[src/audio_path_regs.svh]
// register offsets, field positions, reset values and timing counts of the audio path control
`ifndef AUDIO_PATH_REGS_SVH
`define AUDIO_PATH_REGS_SVH

// register byte offsets
`define OFS_CONTROL        8'h00
`define OFS_VOLUME         8'h04
`define OFS_REFERENCE      8'h08
`define OFS_STATUS         8'h0C
`define OFS_FS_DIVIDER     8'h10

// control register field positions
`define CTL_MIC_MODE       0
`define CTL_WIND_FILTER    1
`define CTL_RECORD_MIX     2
`define CTL_BEEP_HP        3
`define CTL_BEEP_SPK       4
`define CTL_LINE_IN        5
`define CTL_THROUGH_LSB    6
`define CTL_THROUGH_MSB    7
`define CTL_LO_GAIN_LSB    8
`define CTL_LO_GAIN_MSB    9
`define CTL_LO_MUTE        10
`define CTL_LO_POWER       11
`define CTL_SPK_POWER      12
`define CTL_HP_POWER       13
`define CTL_NOISE_DEC      14
`define CONTROL_WIDTH      15

// reset values
`define CONTROL_RESET      15'h0E00
`define VOLUME_TOP         5'h1F
`define REFERENCE_RESET    7'h60

// timing
`define HCLK_HZ            125000000
`define FS_HZ              48000
`define FS_DIV_RESET       (`HCLK_HZ / `FS_HZ)
`define CROSSING_TIMEOUT   10'd512
`define ND_DROP_COUNT      7
`define ND_DROP_STEPS      7'd7
`define ND_DOWN_TIME_MS    8000
`define ND_UP_TIME_MS      3000
`define ND_DOWN_FS         ((`ND_DOWN_TIME_MS * `FS_HZ) / (1000 * `ND_DROP_COUNT))
`define ND_UP_FS           ((`ND_UP_TIME_MS * `FS_HZ) / (1000 * `ND_DROP_COUNT))

`endif

[src/audio_path_pkg.sv]
// types shared by the audio path control modules
package audio_path_pkg;

  // recovery reference stepping state
  typedef enum logic [2:0] {
    REF_HOLD  = 3'b001,
    REF_LOWER = 3'b010,
    REF_RAISE = 3'b100
  } ref_step_state_t;

endpackage

[src/ref_stepper.sv]
// steps the limiter recovery reference toward its target, one step per zero crossing once the pacing interval has passed
`timescale 1ns/100ps
`default_nettype none
`include "audio_path_regs.svh"

module ref_stepper #(
  parameter logic [16:0] DOWN_FS = 17'(`ND_DOWN_FS),
  parameter logic [16:0] UP_FS   = 17'(`ND_UP_FS)
) (
  input  wire logic       hclk,
  input  wire logic       hresetn,
  input  wire logic       clear,
  input  wire logic       fs_tick,
  input  wire logic       crossing,
  input  wire logic       nd_active,
  input  wire logic [6:0] programmed_ref,
  output var  logic [6:0] current_ref,
  output var  logic       moving
);

  audio_path_pkg::ref_step_state_t state_reg;
  audio_path_pkg::ref_step_state_t state_next;
  logic [16:0] interval_reg;
  logic        armed_reg;
  logic [6:0]  target;
  logic [16:0] interval_len;
  logic        step_now;

  // lowered target saturates at the bottom code
  assign target = !nd_active ? programmed_ref :
                  (programmed_ref > `ND_DROP_STEPS) ? programmed_ref - `ND_DROP_STEPS : 7'h00;
  assign interval_len = nd_active ? DOWN_FS : UP_FS;
  assign step_now = armed_reg && crossing && (state_reg != audio_path_pkg::REF_HOLD);

  // direction of travel
  always_comb begin
    case (1'b1)
      (current_ref > target): state_next = audio_path_pkg::REF_LOWER;
      (current_ref < target): state_next = audio_path_pkg::REF_RAISE;
      default:                state_next = audio_path_pkg::REF_HOLD;
    endcase
  end

  // pacing timer: a step needs the interval to pass and then a crossing
  always_ff @(posedge hclk or negedge hresetn) begin
    if (!hresetn) begin
      interval_reg <= 17'h00000;
      armed_reg    <= 1'b0;
    end else if (clear || state_reg == audio_path_pkg::REF_HOLD || step_now) begin
      interval_reg <= 17'h00000;
      armed_reg    <= 1'b0;
    end else if (fs_tick && !armed_reg) begin
      interval_reg <= interval_reg + 17'h00001;
      armed_reg    <= (interval_reg + 17'h00001 >= interval_len);
    end
  end

  // single steps only outside a clear, which reloads the reset value, so the gain never jumps audibly while stepping
  always_ff @(posedge hclk or negedge hresetn) begin
    if (!hresetn) begin
      current_ref <= `REFERENCE_RESET;
      state_reg   <= audio_path_pkg::REF_HOLD;
    end else if (clear) begin
      current_ref <= `REFERENCE_RESET;
      state_reg   <= audio_path_pkg::REF_HOLD;
    end else begin
      state_reg <= state_next;
      case (state_reg)
        audio_path_pkg::REF_LOWER: if (step_now) current_ref <= current_ref - 7'h01;
        audio_path_pkg::REF_RAISE: if (step_now) current_ref <= current_ref + 7'h01;
        default: current_ref <= current_ref;
      endcase
    end
  end

  assign moving = (state_reg != audio_path_pkg::REF_HOLD);

endmodule
`default_nettype wire

[src/audio_path_volume_control.sv]
// analog path control: output volume, routing switches, line output and noise decrease
`timescale 1ns/100ps
`default_nettype none
`include "audio_path_regs.svh"

module audio_path_volume_control #(
  parameter logic [16:0] ND_DOWN_FS = 17'(`ND_DOWN_FS),
  parameter logic [16:0] ND_UP_FS   = 17'(`ND_UP_FS)
) (
  input  wire logic        hclk,
  input  wire logic        hresetn,
  input  wire logic        hsel,
  input  wire logic [31:0] haddr,
  input  wire logic [1:0]  htrans,
  input  wire logic        hwrite,
  input  wire logic [2:0]  hsize,
  input  wire logic        hready,
  input  wire logic [31:0] hwdata,
  output var  logic [31:0] hrdata,
  output var  logic        hreadyout,
  output var  logic        hresp,
  input  wire logic        mute_pin,
  input  wire logic        noise_decrease_pin,
  input  wire logic        power_down_pin,
  input  wire logic        zc_left_sign,
  input  wire logic        zc_right_sign,
  input  wire logic        fade_request,
  input  wire logic [6:0]  current_input_gain,
  output var  logic [5:0]  left_volume_atten,
  output var  logic        left_volume_mute,
  output var  logic [5:0]  right_volume_atten,
  output var  logic        right_volume_mute,
  output var  logic        volume_power,
  output var  logic        volume_switch,
  output var  logic        outputs_to_common,
  output var  logic        mic_internal_path,
  output var  logic        mic_supply_enable,
  output var  logic        wind_filter_on,
  output var  logic        record_mix_switch,
  output var  logic        hp_beep_switch,
  output var  logic        spk_beep_switch,
  output var  logic        speaker_limiter_switch,
  output var  logic        line_input_select,
  output var  logic [1:0]  through_path_switch,
  output var  logic [1:0]  lineout_gain,
  output var  logic        lineout_power_save,
  output var  logic        lineout_high_z,
  output var  logic [6:0]  limiter_reference,
  output var  logic [6:0]  fade_start_code
);

  localparam int PINS = 5;

  // address match, used by every write enable
  function automatic logic reg_hit(input logic [7:0] addr, input logic [7:0] ofs);
    reg_hit = (addr == ofs);
  endfunction

  // five-bit code to dB of attenuation: 1 dB, 2 dB, then 4 dB steps
  function automatic logic [5:0] volume_atten(input logic [4:0] code);
    if (code >= 5'h10)
      volume_atten = 6'(5'h1F - code);
    else if (code >= 5'h05)
      volume_atten = 6'h10 + 6'({5'h0F - code, 1'b0});
    else if (code != 5'h00)
      volume_atten = 6'h26 + 6'({5'h04 - code, 2'b00});
    else
      volume_atten = 6'h00;
  endfunction

  // ---------------- pin synchronisers ----------------
  logic [PINS-1:0] pin_raw;
  logic [PINS-1:0] sync_a_reg;
  logic [PINS-1:0] sync_b_reg;
  logic [PINS-1:0] sync_c_reg;
  logic [PINS-1:0] pin_reg;

  assign pin_raw = {zc_right_sign, zc_left_sign, power_down_pin, noise_decrease_pin, mute_pin};

  // three flops; a change counts once the last two agree
  genvar p;
  generate
    for (p = 0; p < PINS; p++) begin : g_sync
      always_ff @(posedge hclk or negedge hresetn) begin
        if (!hresetn) begin
          sync_a_reg[p] <= 1'b0;
          sync_b_reg[p] <= 1'b0;
          sync_c_reg[p] <= 1'b0;
          pin_reg[p]    <= 1'b0;
        end else begin
          sync_a_reg[p] <= pin_raw[p];
          sync_b_reg[p] <= sync_a_reg[p];
          sync_c_reg[p] <= sync_b_reg[p];
          if (sync_b_reg[p] == sync_c_reg[p]) pin_reg[p] <= sync_c_reg[p];
        end
      end
    end
  endgenerate

  logic mute_active;
  logic pd_low;
  logic [1:0] zc_sign;
  assign mute_active = pin_reg[0];
  assign pd_low      = !pin_reg[2];
  assign zc_sign     = pin_reg[4:3];

  // ---------------- AHB-Lite slave ----------------
  logic        addr_valid;
  logic        wr_pending_reg;
  logic [7:0]  wr_addr_reg;
  logic        wr_control;
  logic        wr_volume;
  logic        wr_reference;
  logic        wr_fs_div;
  logic [31:0] read_word;

  logic [`CONTROL_WIDTH-1:0] control_reg;
  logic [4:0]  volume_code_reg;
  logic [6:0]  reference_reg;
  logic [15:0] fs_div_reg;
  logic [4:0]  applied_reg [2];
  logic [1:0]  pending_reg;
  logic        nd_active;
  logic        ref_moving;

  // only whole-word transfers take effect; others complete as no-ops
  assign addr_valid   = hsel && htrans[1] && hready && (hsize == 3'b010);
  assign wr_control   = wr_pending_reg && reg_hit(wr_addr_reg, `OFS_CONTROL);
  assign wr_volume    = wr_pending_reg && reg_hit(wr_addr_reg, `OFS_VOLUME) && !pd_low;
  assign wr_reference = wr_pending_reg && reg_hit(wr_addr_reg, `OFS_REFERENCE);
  assign wr_fs_div    = wr_pending_reg && reg_hit(wr_addr_reg, `OFS_FS_DIVIDER);

  // read mux; unmapped offsets read zero
  always_comb begin
    case (haddr[7:0])
      `OFS_CONTROL:    read_word = {17'h00000, control_reg};
      `OFS_VOLUME:     read_word = {27'h0000000, volume_code_reg};
      `OFS_REFERENCE:  read_word = {25'h0000000, reference_reg};
      `OFS_STATUS:     read_word = {4'h0, ref_moving, nd_active, pending_reg, 1'b0,
                                    limiter_reference, 3'h0, applied_reg[1], 3'h0, applied_reg[0]};
      `OFS_FS_DIVIDER: read_word = {16'h0000, fs_div_reg};
      default:         read_word = 32'h00000000;
    endcase
  end

  // zero wait states: read data registered from the address phase
  always_ff @(posedge hclk or negedge hresetn) begin
    if (!hresetn) begin
      wr_pending_reg <= 1'b0;
      wr_addr_reg    <= 8'h00;
      hrdata         <= 32'h00000000;
      hreadyout      <= 1'b0;
      hresp          <= 1'b0;
    end else begin
      hreadyout      <= 1'b1;
      hresp          <= 1'b0;
      wr_pending_reg <= addr_valid && hwrite;
      wr_addr_reg    <= haddr[7:0];
      if (addr_valid && !hwrite) hrdata <= read_word;
    end
  end

  // host registers; the power-down pin returns all but the fs divider to reset values
  always_ff @(posedge hclk or negedge hresetn) begin
    if (!hresetn) begin
      control_reg     <= `CONTROL_RESET;
      volume_code_reg <= `VOLUME_TOP;
      reference_reg   <= `REFERENCE_RESET;
      fs_div_reg      <= 16'(`FS_DIV_RESET);
    end else if (pd_low) begin
      control_reg     <= `CONTROL_RESET;
      volume_code_reg <= `VOLUME_TOP;
      reference_reg   <= `REFERENCE_RESET;
    end else begin
      if (wr_control)   control_reg     <= hwdata[`CONTROL_WIDTH-1:0];
      if (wr_volume)    volume_code_reg <= hwdata[4:0];
      if (wr_reference) reference_reg   <= hwdata[6:0];
      if (wr_fs_div)    fs_div_reg      <= (hwdata[15:0] == 16'h0000) ? 16'h0001 : hwdata[15:0];
    end
  end

  // ---------------- sample-rate tick ----------------
  logic [15:0] fs_count_reg;
  logic        fs_tick_reg;

  always_ff @(posedge hclk or negedge hresetn) begin
    if (!hresetn) begin
      fs_count_reg <= 16'h0000;
      fs_tick_reg  <= 1'b0;
    end else begin
      fs_tick_reg  <= (fs_count_reg + 16'h0001 >= fs_div_reg);
      fs_count_reg <= (fs_count_reg + 16'h0001 >= fs_div_reg) ? 16'h0000 : fs_count_reg + 16'h0001;
    end
  end

  // ---------------- zero-crossing volume update ----------------
  logic [1:0] zc_prev_reg;
  logic [1:0] crossing;
  logic [9:0] timeout_count_reg;
  logic       timeout_hit;

  assign crossing    = zc_sign ^ zc_prev_reg;
  assign timeout_hit = fs_tick_reg && (timeout_count_reg == `CROSSING_TIMEOUT - 10'd1);

  // timeout counts sample periods and restarts on each volume write
  always_ff @(posedge hclk or negedge hresetn) begin
    if (!hresetn) begin
      timeout_count_reg <= 10'h000;
      zc_prev_reg       <= 2'b00;
    end else begin
      zc_prev_reg <= zc_sign;
      if (wr_volume || pd_low || pending_reg == 2'b00)
        timeout_count_reg <= 10'h000;
      else if (fs_tick_reg)
        timeout_count_reg <= timeout_count_reg + 10'h001;
    end
  end

  logic [5:0] atten_reg [2];
  logic [1:0] mute_reg;

  // each channel takes the code on its own crossing or at timeout
  genvar c;
  generate
    for (c = 0; c < 2; c++) begin : g_chan
      always_ff @(posedge hclk or negedge hresetn) begin
        if (!hresetn) begin
          applied_reg[c] <= `VOLUME_TOP;
          pending_reg[c] <= 1'b0;
        end else if (pd_low) begin
          applied_reg[c] <= `VOLUME_TOP;
          pending_reg[c] <= 1'b0;
        end else if (wr_volume) begin
          pending_reg[c] <= 1'b1;
        end else if (pending_reg[c] && (crossing[c] || timeout_hit)) begin
          applied_reg[c] <= volume_code_reg;
          pending_reg[c] <= 1'b0;
        end
      end

      always_ff @(posedge hclk or negedge hresetn) begin
        if (!hresetn) begin
          atten_reg[c] <= 6'h00;
          mute_reg[c]  <= 1'b0;
        end else begin
          atten_reg[c] <= volume_atten(applied_reg[c]);
          mute_reg[c]  <= (applied_reg[c] == 5'h00);
        end
      end
    end
  endgenerate

  assign left_volume_atten  = atten_reg[0];
  assign right_volume_atten = atten_reg[1];
  assign left_volume_mute   = mute_reg[0];
  assign right_volume_mute  = mute_reg[1];

  // ---------------- noise decrease ----------------
  assign nd_active = pin_reg[1] | control_reg[`CTL_NOISE_DEC];

  ref_stepper #(
    .DOWN_FS (ND_DOWN_FS),
    .UP_FS   (ND_UP_FS)
  ) u_ref_stepper (
    .hclk           (hclk),
    .hresetn        (hresetn),
    .clear          (pd_low),
    .fs_tick        (fs_tick_reg),
    .crossing       (|crossing),
    .nd_active      (nd_active),
    .programmed_ref (reference_reg),
    .current_ref    (limiter_reference),
    .moving         (ref_moving)
  );

  // fade starts from the gain in effect, even mid-way through a reference walk
  always_ff @(posedge hclk or negedge hresetn) begin
    if (!hresetn) fade_start_code <= 7'h00;
    else if (fade_request) fade_start_code <= current_input_gain;
  end

  // ---------------- analog switch controls ----------------
  // the mute pin overrides the output-side switches regardless of host setting; record mix, mic and line input follow the host
  always_ff @(posedge hclk or negedge hresetn) begin
    if (!hresetn) begin
      outputs_to_common      <= 1'b0;
      volume_power           <= 1'b0;
      volume_switch          <= 1'b0;
      through_path_switch    <= 2'b00;
      hp_beep_switch         <= 1'b0;
      spk_beep_switch        <= 1'b0;
      speaker_limiter_switch <= 1'b0;
      record_mix_switch      <= 1'b0;
      mic_internal_path      <= 1'b0;
      mic_supply_enable      <= 1'b0;
      wind_filter_on         <= 1'b0;
      line_input_select      <= 1'b0;
      lineout_gain           <= 2'b00;
      lineout_power_save     <= 1'b0;
      lineout_high_z         <= 1'b1;
    end else begin
      outputs_to_common      <= mute_active;
      volume_power           <= control_reg[`CTL_SPK_POWER] | control_reg[`CTL_HP_POWER];
      volume_switch          <= !mute_active;
      through_path_switch    <= mute_active ? 2'b00 :
                                control_reg[`CTL_THROUGH_MSB:`CTL_THROUGH_LSB];
      hp_beep_switch         <= !mute_active && control_reg[`CTL_BEEP_HP];
      spk_beep_switch        <= !mute_active && control_reg[`CTL_BEEP_SPK];
      speaker_limiter_switch <= !mute_active && control_reg[`CTL_SPK_POWER];
      record_mix_switch      <= control_reg[`CTL_RECORD_MIX];
      mic_internal_path      <= control_reg[`CTL_MIC_MODE];
      mic_supply_enable      <= control_reg[`CTL_MIC_MODE];
      wind_filter_on         <= control_reg[`CTL_MIC_MODE] & control_reg[`CTL_WIND_FILTER];
      line_input_select      <= control_reg[`CTL_LINE_IN];
      lineout_gain           <= control_reg[`CTL_LO_GAIN_MSB:`CTL_LO_GAIN_LSB];
      lineout_power_save     <= control_reg[`CTL_LO_MUTE] | mute_active;
      lineout_high_z         <= !control_reg[`CTL_LO_POWER];
    end
  end
endmodule
`default_nettype wire

[config.mk]
export PLATFORM = sky130hd
export DESIGN_NAME = audio_path_volume_control
export DESIGN_NICKNAME = d
export VERILOG_FILES = /design/src/audio_path_pkg.sv /design/src/ref_stepper.sv /design/src/audio_path_volume_control.sv
export VERILOG_INCLUDE_DIRS = /design/src
export SDC_FILE = /design/constraint.sdc
export NUM_CORES = 1
export LEC_CHECK = 0
export BUFFER_PORTS_ARGS = -buffer_cell sky130_fd_sc_hd__buf_4
export CORE_UTILIZATION = 57
export CTS_BUF_LIST = sky130_fd_sc_hd__clkbuf_4 sky130_fd_sc_hd__clkbuf_8 sky130_fd_sc_hd__clkbuf_16
export DETAILED_ROUTE_END_ITERATION = 8
export PLACE_DENSITY = 0.9
export SYNTH_ARGS = -nofsm -noshare
export SYNTH_HDL_FRONTEND = slang
export SYNTH_SLANG_ARGS = --single-unit
[constraint.sdc]
create_clock -name hclk -period 3.65 [get_ports hclk]
set_input_delay 0 -clock hclk [delete_from_list [all_inputs] [get_ports hclk]]
set_output_delay 0 -clock hclk [all_outputs]
set_load 0.05 [all_outputs]
# Word-level counts from Yosys, hierarchy flattened
# Cells that the tools add are included.
dict set report totals {
  ff_bits 211
  out_inout_bits 79
  wordCells 207
}
dict set report classes {
  add_sub_neg 16
  n_lt_le_gt_ge 9
  eq_ne 29
  n_mux 44
  n_bitwise 5
  reduce_logical 45
}
# op count
set ops {}
lappend ops {{case mux 28 bit (5 select lines)} 1}
lappend ops {{two-way mux 7 bit} 7}
lappend ops {{two-way mux 16 bit} 3}
lappend ops {{two-way mux 5 bit} 8}
lappend ops {{two-way mux 6 bit} 6}
lappend ops {{two-way mux 17 bit} 2}
lappend ops {{two-way mux 15 bit} 2}
lappend ops {{equality test 8 x 4 -> 1 bit (second input constant)} 3}
lappend ops {{two-way mux 10 bit} 2}
lappend ops {{logical AND 1 bit} 19}
lappend ops {{adder 17 x 1 -> 17 bit (second input constant)} 1}
lappend ops {{>= comparator 17 bit} 1}
lappend ops {{adder 16 x 1 -> 16 bit (second input constant)} 1}
lappend ops {{equality test 8 x 3 -> 1 bit (second input constant)} 2}
lappend ops {{equality test 8 x 5 -> 1 bit (second input constant)} 2}
lappend ops {{>= comparator 16 bit} 1}
lappend ops {{logical NOT 16 bit} 1}
lappend ops {{logical NOT 8 bit} 2}
lappend ops {{case mux 7 bit (2 select lines)} 1}
lappend ops {{adder 5 x 6 -> 6 bit (first input constant)} 2}
lappend ops {{adder 6 bit (first input constant)} 2}
lappend ops {{!= test 3 x 1 -> 1 bit (second input constant)} 4}
lappend ops {{subtractor 5 x 5 -> 6 bit (first input constant)} 2}
lappend ops {{adder 10 x 1 -> 10 bit (second input constant)} 1}
lappend ops {{other kinds (33)} 72}

# Logic depth before layout (Yosys ltp)
dict set report depth {
  word_depth 7
  depth_mapped 14
  ltp_nobuf 13
}

# Cells and area by module
# From an unflattened synthesis, not the netlist that was laid out.
dict set report unflattened {
  hier_cells 916
  area_unflattened_um2 10110.9
}
# mod instances cells_each area_each_um2 seq_area_each_um2
set by_module_without_submodules {}
lappend by_module_without_submodules {audio_path_volume_control 1 666 7976.4 4486.8}
lappend by_module_without_submodules {ref_stepper 1 250 2134.5 704.4}

# Least setup slack after synthesis
# No wires, ideal clock.
dict set report synth_path {
  path_type {register to register}
  start {register fs_count_reg[2]}
  end {register fs_count_reg[10]}
  t_arrival_ns 2.536
  required_time_ns 3.577
  path_slack_ns 1.040
  path_stages_with_launch 15
  synth_period_minus_slack_ns 2.610
  cell_sequence {dfrtp_1 > and3_1 > and3_1 > nand2_1 > nor2_1 > nand3_1 > xnor2_1 > ha_1 > a21o_1 > a21o_1 > a21oi_1 > o21ai_0 > a21o_1 > clkbuf_1 > nor2b_1}
}
dict set report synth_via {
  elab_chain_cells 3
}
# item line_no
set synth_rtl {}
lappend synth_rtl {{start, declared} audio_path_volume_control.sv:183} ;# logic [15:0] fs_count_reg;
lappend synth_rtl {{start signal, assigned} audio_path_volume_control.sv:192} ;# fs_count_reg <= (fs_count_reg + 16'h0001 >= fs_div_reg) ? 16'h0000 : fs_count_reg + 16'h0001;
lappend synth_rtl {{adder 16 x 1 -> 16 bit *} audio_path_volume_control.sv:192}
lappend synth_rtl {{>= comparator 16 bit} audio_path_volume_control.sv:192}
lappend synth_rtl {{two-way mux 16 bit *} audio_path_volume_control.sv:192}
# Mark *: on every way between the ends. The rest lies on a longest branch, timed or not.
# A chain may end at the register's enable or synchronous reset.

# Worst setup path in the final report
dict set report layout_path {
  start {register fs_count_reg[2]}
  end {register fs_count_reg[4]}
}
# The elaborated chain is that of the path after synthesis.

==> results.json <==
{
  "outcome": "complete, no violations",
  "rr_worst_depth": 13,
  "synth_simple_gate_area_frac": 0.173,
  "wirelength_mm": 27.0,
  "preCtsSetupSlack_ns": 0.793,
  "grt_max_degree": 119,
  "p_total_uw": 5190,
  "synthCells": 966,
  "area_growth_pct": 23.1,
  "worst_skew_pair.late_latency_ns": 0.54,
  "yosys.area_share.adder": 0.0634,
  "gp_congestion": 0.859,
  "crit_chain": "and3_1, and3_1, nand2_1, nor2_1, nand3_1, xnor2_1, ha_1, a21o_1, a21o_1, a21oi_1, o21ai_0, a21o_1, nor2b_1",
  "numCtsBuffers": 23,
  "fin_cells": 1363,
  "vdd_drop_max_uv": 445,
  "ff_latch_area_um2": 5190,
  "nets": 1255,
  "dpl_cell_area_um2": 11000,
  "grt_pass1_wl_mm": 42.9,
  "clockRootBuffer": "clkbuf_16",
  "rsz0062_at_grt": "no",
  "ys.flop_type": "dfrtp_1",
  "n_antenna_cell": 0,
  "setup_viol": 0,
  "drtAntennaViolNets": 0,
  "clockBufferDepth": 3,
  "syn_avg_cell_area_um2": 10.3,
  "post_cts_buffers": 0,
  "h-tree-depth": 1,
  "cts.sinks": 206,
  "ios": 166,
  "required_ns": 4.09,
  "drive_above_1_share": 0.194,
  "cap_violations": 0,
  "finalSetupTns_ns": 0,
  "post_drt_via_cell_ratio": 6.09,
  "min_path_cells": 2,
  "grt_usage": 0.305,
  "syn_area_um2": 9980,
  "relSlewSlack": 0.340,
  "synth.distinct_cells": 67,
  "tritoncts": "done",
  "portBuffers": 118,
  "fin_crit_sh": 0.803,
  "multiInputGateArea_um2": 4450,
  "dr.pass1.iters": 8,
  "worst_setup_path_end_kind": "register",
  "cpPeakStageDelay_ns": 0.40,
  "fin_ws_ns": 0.720,
  "seq_area_frac_synth": 0.520,
  "cpMostUsedCell": "a21o_1",
  "die_area_um2": 18000,
  "synthArstFlopShare": 1.00,
  "ys_warn_count": 0,
  "max_clock_freq_mhz": 341,
  "synth_top_family_by_area": "simple AND/OR/NAND/NOR gates",
  "holdCritPathClass": "in -> reg",
  "hpwl_mm": 16.0,
  "num-fill-cells": 1118,
  "die_x_um": 134,
  "start_util": 0.581,
  "die_h_um": 134,
  "grt_overflow": 0,
  "critPathLaunchType": "register",
  "cp_max_fo": 17,
  "fin_worst_skew_ns": 0.0258,
  "critical_path_class": "reg -> reg",
  "synth-edff-count": 0,
  "final_area_um2": 12300,
  "largest_reg_flops": 27,
  "synth-xor-area-share": 0.0483,
  "crit_arrival_ns": 3.37,
  "postCtsHoldBufs": 46,
  "wl_per_cell_um": 19.8,
  "cp_slowest_cell": "dfrtp_1",
  "leakage_uw": 0.00600,
  "synthMuxAreaShare": 0.0316,
  "antenna_found_initial": 0,
  "rows": 48,
  "synth_compound_area_frac": 0.127,
  "mostFrequentLayoutCell": "dfrtp_1",
  "dp_cells": 1276,
  "p_per_area_nw_per_um2": 422,
  "final_cell_mix": "177 x dfrtp_1, 145 x nand2_1, 122 x buf_4",
  "finalCriticalPeriod_ns": 2.93,
  "report.final.hold_viol_count": 0,
  "drt_first_iter_violations": 849,
  "vias": 8301,
  "slew_violations": 0,
  "grt_pass1_vias": 8063,
  "worstMarginPinSlew_ns": 0.989,
  "drc_errors": 0,
  "clkTransAtPathRegs_ns": 0.06,
  "cts_resized": 0,
  "core_um2": 17200,
  "ys_seq_elements": 206
}
-- synth_stat cells (9+ instances only) --
cell type,instances,share of area
a21boi_0,14,0.011
a21o_1,12,0.0090
a21oi_1,24,0.012
a222oi_1,12,0.012
a22o_1,17,0.015
and3_1,15,0.0094
buf_4,9,0.0068
clkbuf_1,28,0.011
dfrtp_1,177,0.44
dfstp_2,29,0.076
ha_1,45,0.056
inv_1,39,0.015
mux2_2,12,0.014
mux2i_1,18,0.018
nand2_1,145,0.055
nand3_1,27,0.014
nor2_1,61,0.023
nor2b_1,35,0.022
nor3_1,11,0.0055
o21ai_0,64,0.032
xnor2_1,30,0.026
xor2_1,25,0.022
-- metrics by stage --
step           utilization  hold WS, ns
2_1_floorplan            -       -0.296
3_3_place_gp         0.641        0.110
3_5_place_dp         0.641        0.111
4_1_cts              0.715        0.113
5_1_grt              0.715        0.134
6_report             0.715        0.124
-- power by group --
part	internal, uW	leakage, uW	total [uW]	switching (uW)
Clock	1520	0.000404	2470	951
Sequential	2320	0.00260	2350	27.9
Combinational	142	0.00299	365	223
Total	3980	0.00600	5190	1200
-- path summary, 6_finish.rpt --
kind | from | to | slack, ns
max in group asynchronous | hresetn | control_reg[11] | 2.49
hold reg to reg | sync_a_reg[3] | sync_b_reg[3] | 0.35
hold / removal | mute_pin | sync_a_reg[0] | 0.12
min in group asynchronous | hresetn | fade_start_code[6] | 0.14
setup reg to reg | fs_count_reg[2] | fs_count_reg[4] | 0.72
setup / recovery | fs_count_reg[2] | fs_count_reg[4] | 0.72
-- cells by family (layout without fill, tap and decap cells) --
| kind of cell | Yosys count | after routing |
|---|---|---|
| simple gates | 350 | 350 |
| flops | 206 | 206 |
| compound gates | 189 | 189 |
| buf+inv | 83 | 250 |
| xor+xnor | 55 | 55 |
| fa+ha+maj | 51 | 51 |
| mux | 30 | 30 |
| other cells | 2 | 7 |
-- worst max-delay path, delay by kind of cell (launching register included) --
family	cells	cell delay [ns]
fa+ha+maj	1	0.27
xor+xnor	1	0.18
flops	1	0.40
simple gates	6	1.08
compound gates	5	0.90
-- layer usage --
metal  routed length [um]  up-vias  global-route usage
li1                     -     3662                   -
met1                10400     4061               0.388
met2                13400      463               0.507
met3                 2060      115              0.0540
met4                 1200        0               0.146
met5                    0        -                   0
-- area by class of cell --
| type | count | area share |
|---|---|---|
| Multi-Input combinational cell | 682 | 0.362 |
| Timing Repair Buffer | 170 | 0.115 |
| Tap cell | 225 | 0.0229 |
| Inverter | 39 | 0.0119 |
| Clock inverter | 12 | 0.0144 |
| Clock buffer | 29 | 0.0515 |
| Sequential cell | 206 | 0.423 |
No activity file was read; power rests on OpenSTA's default activity.
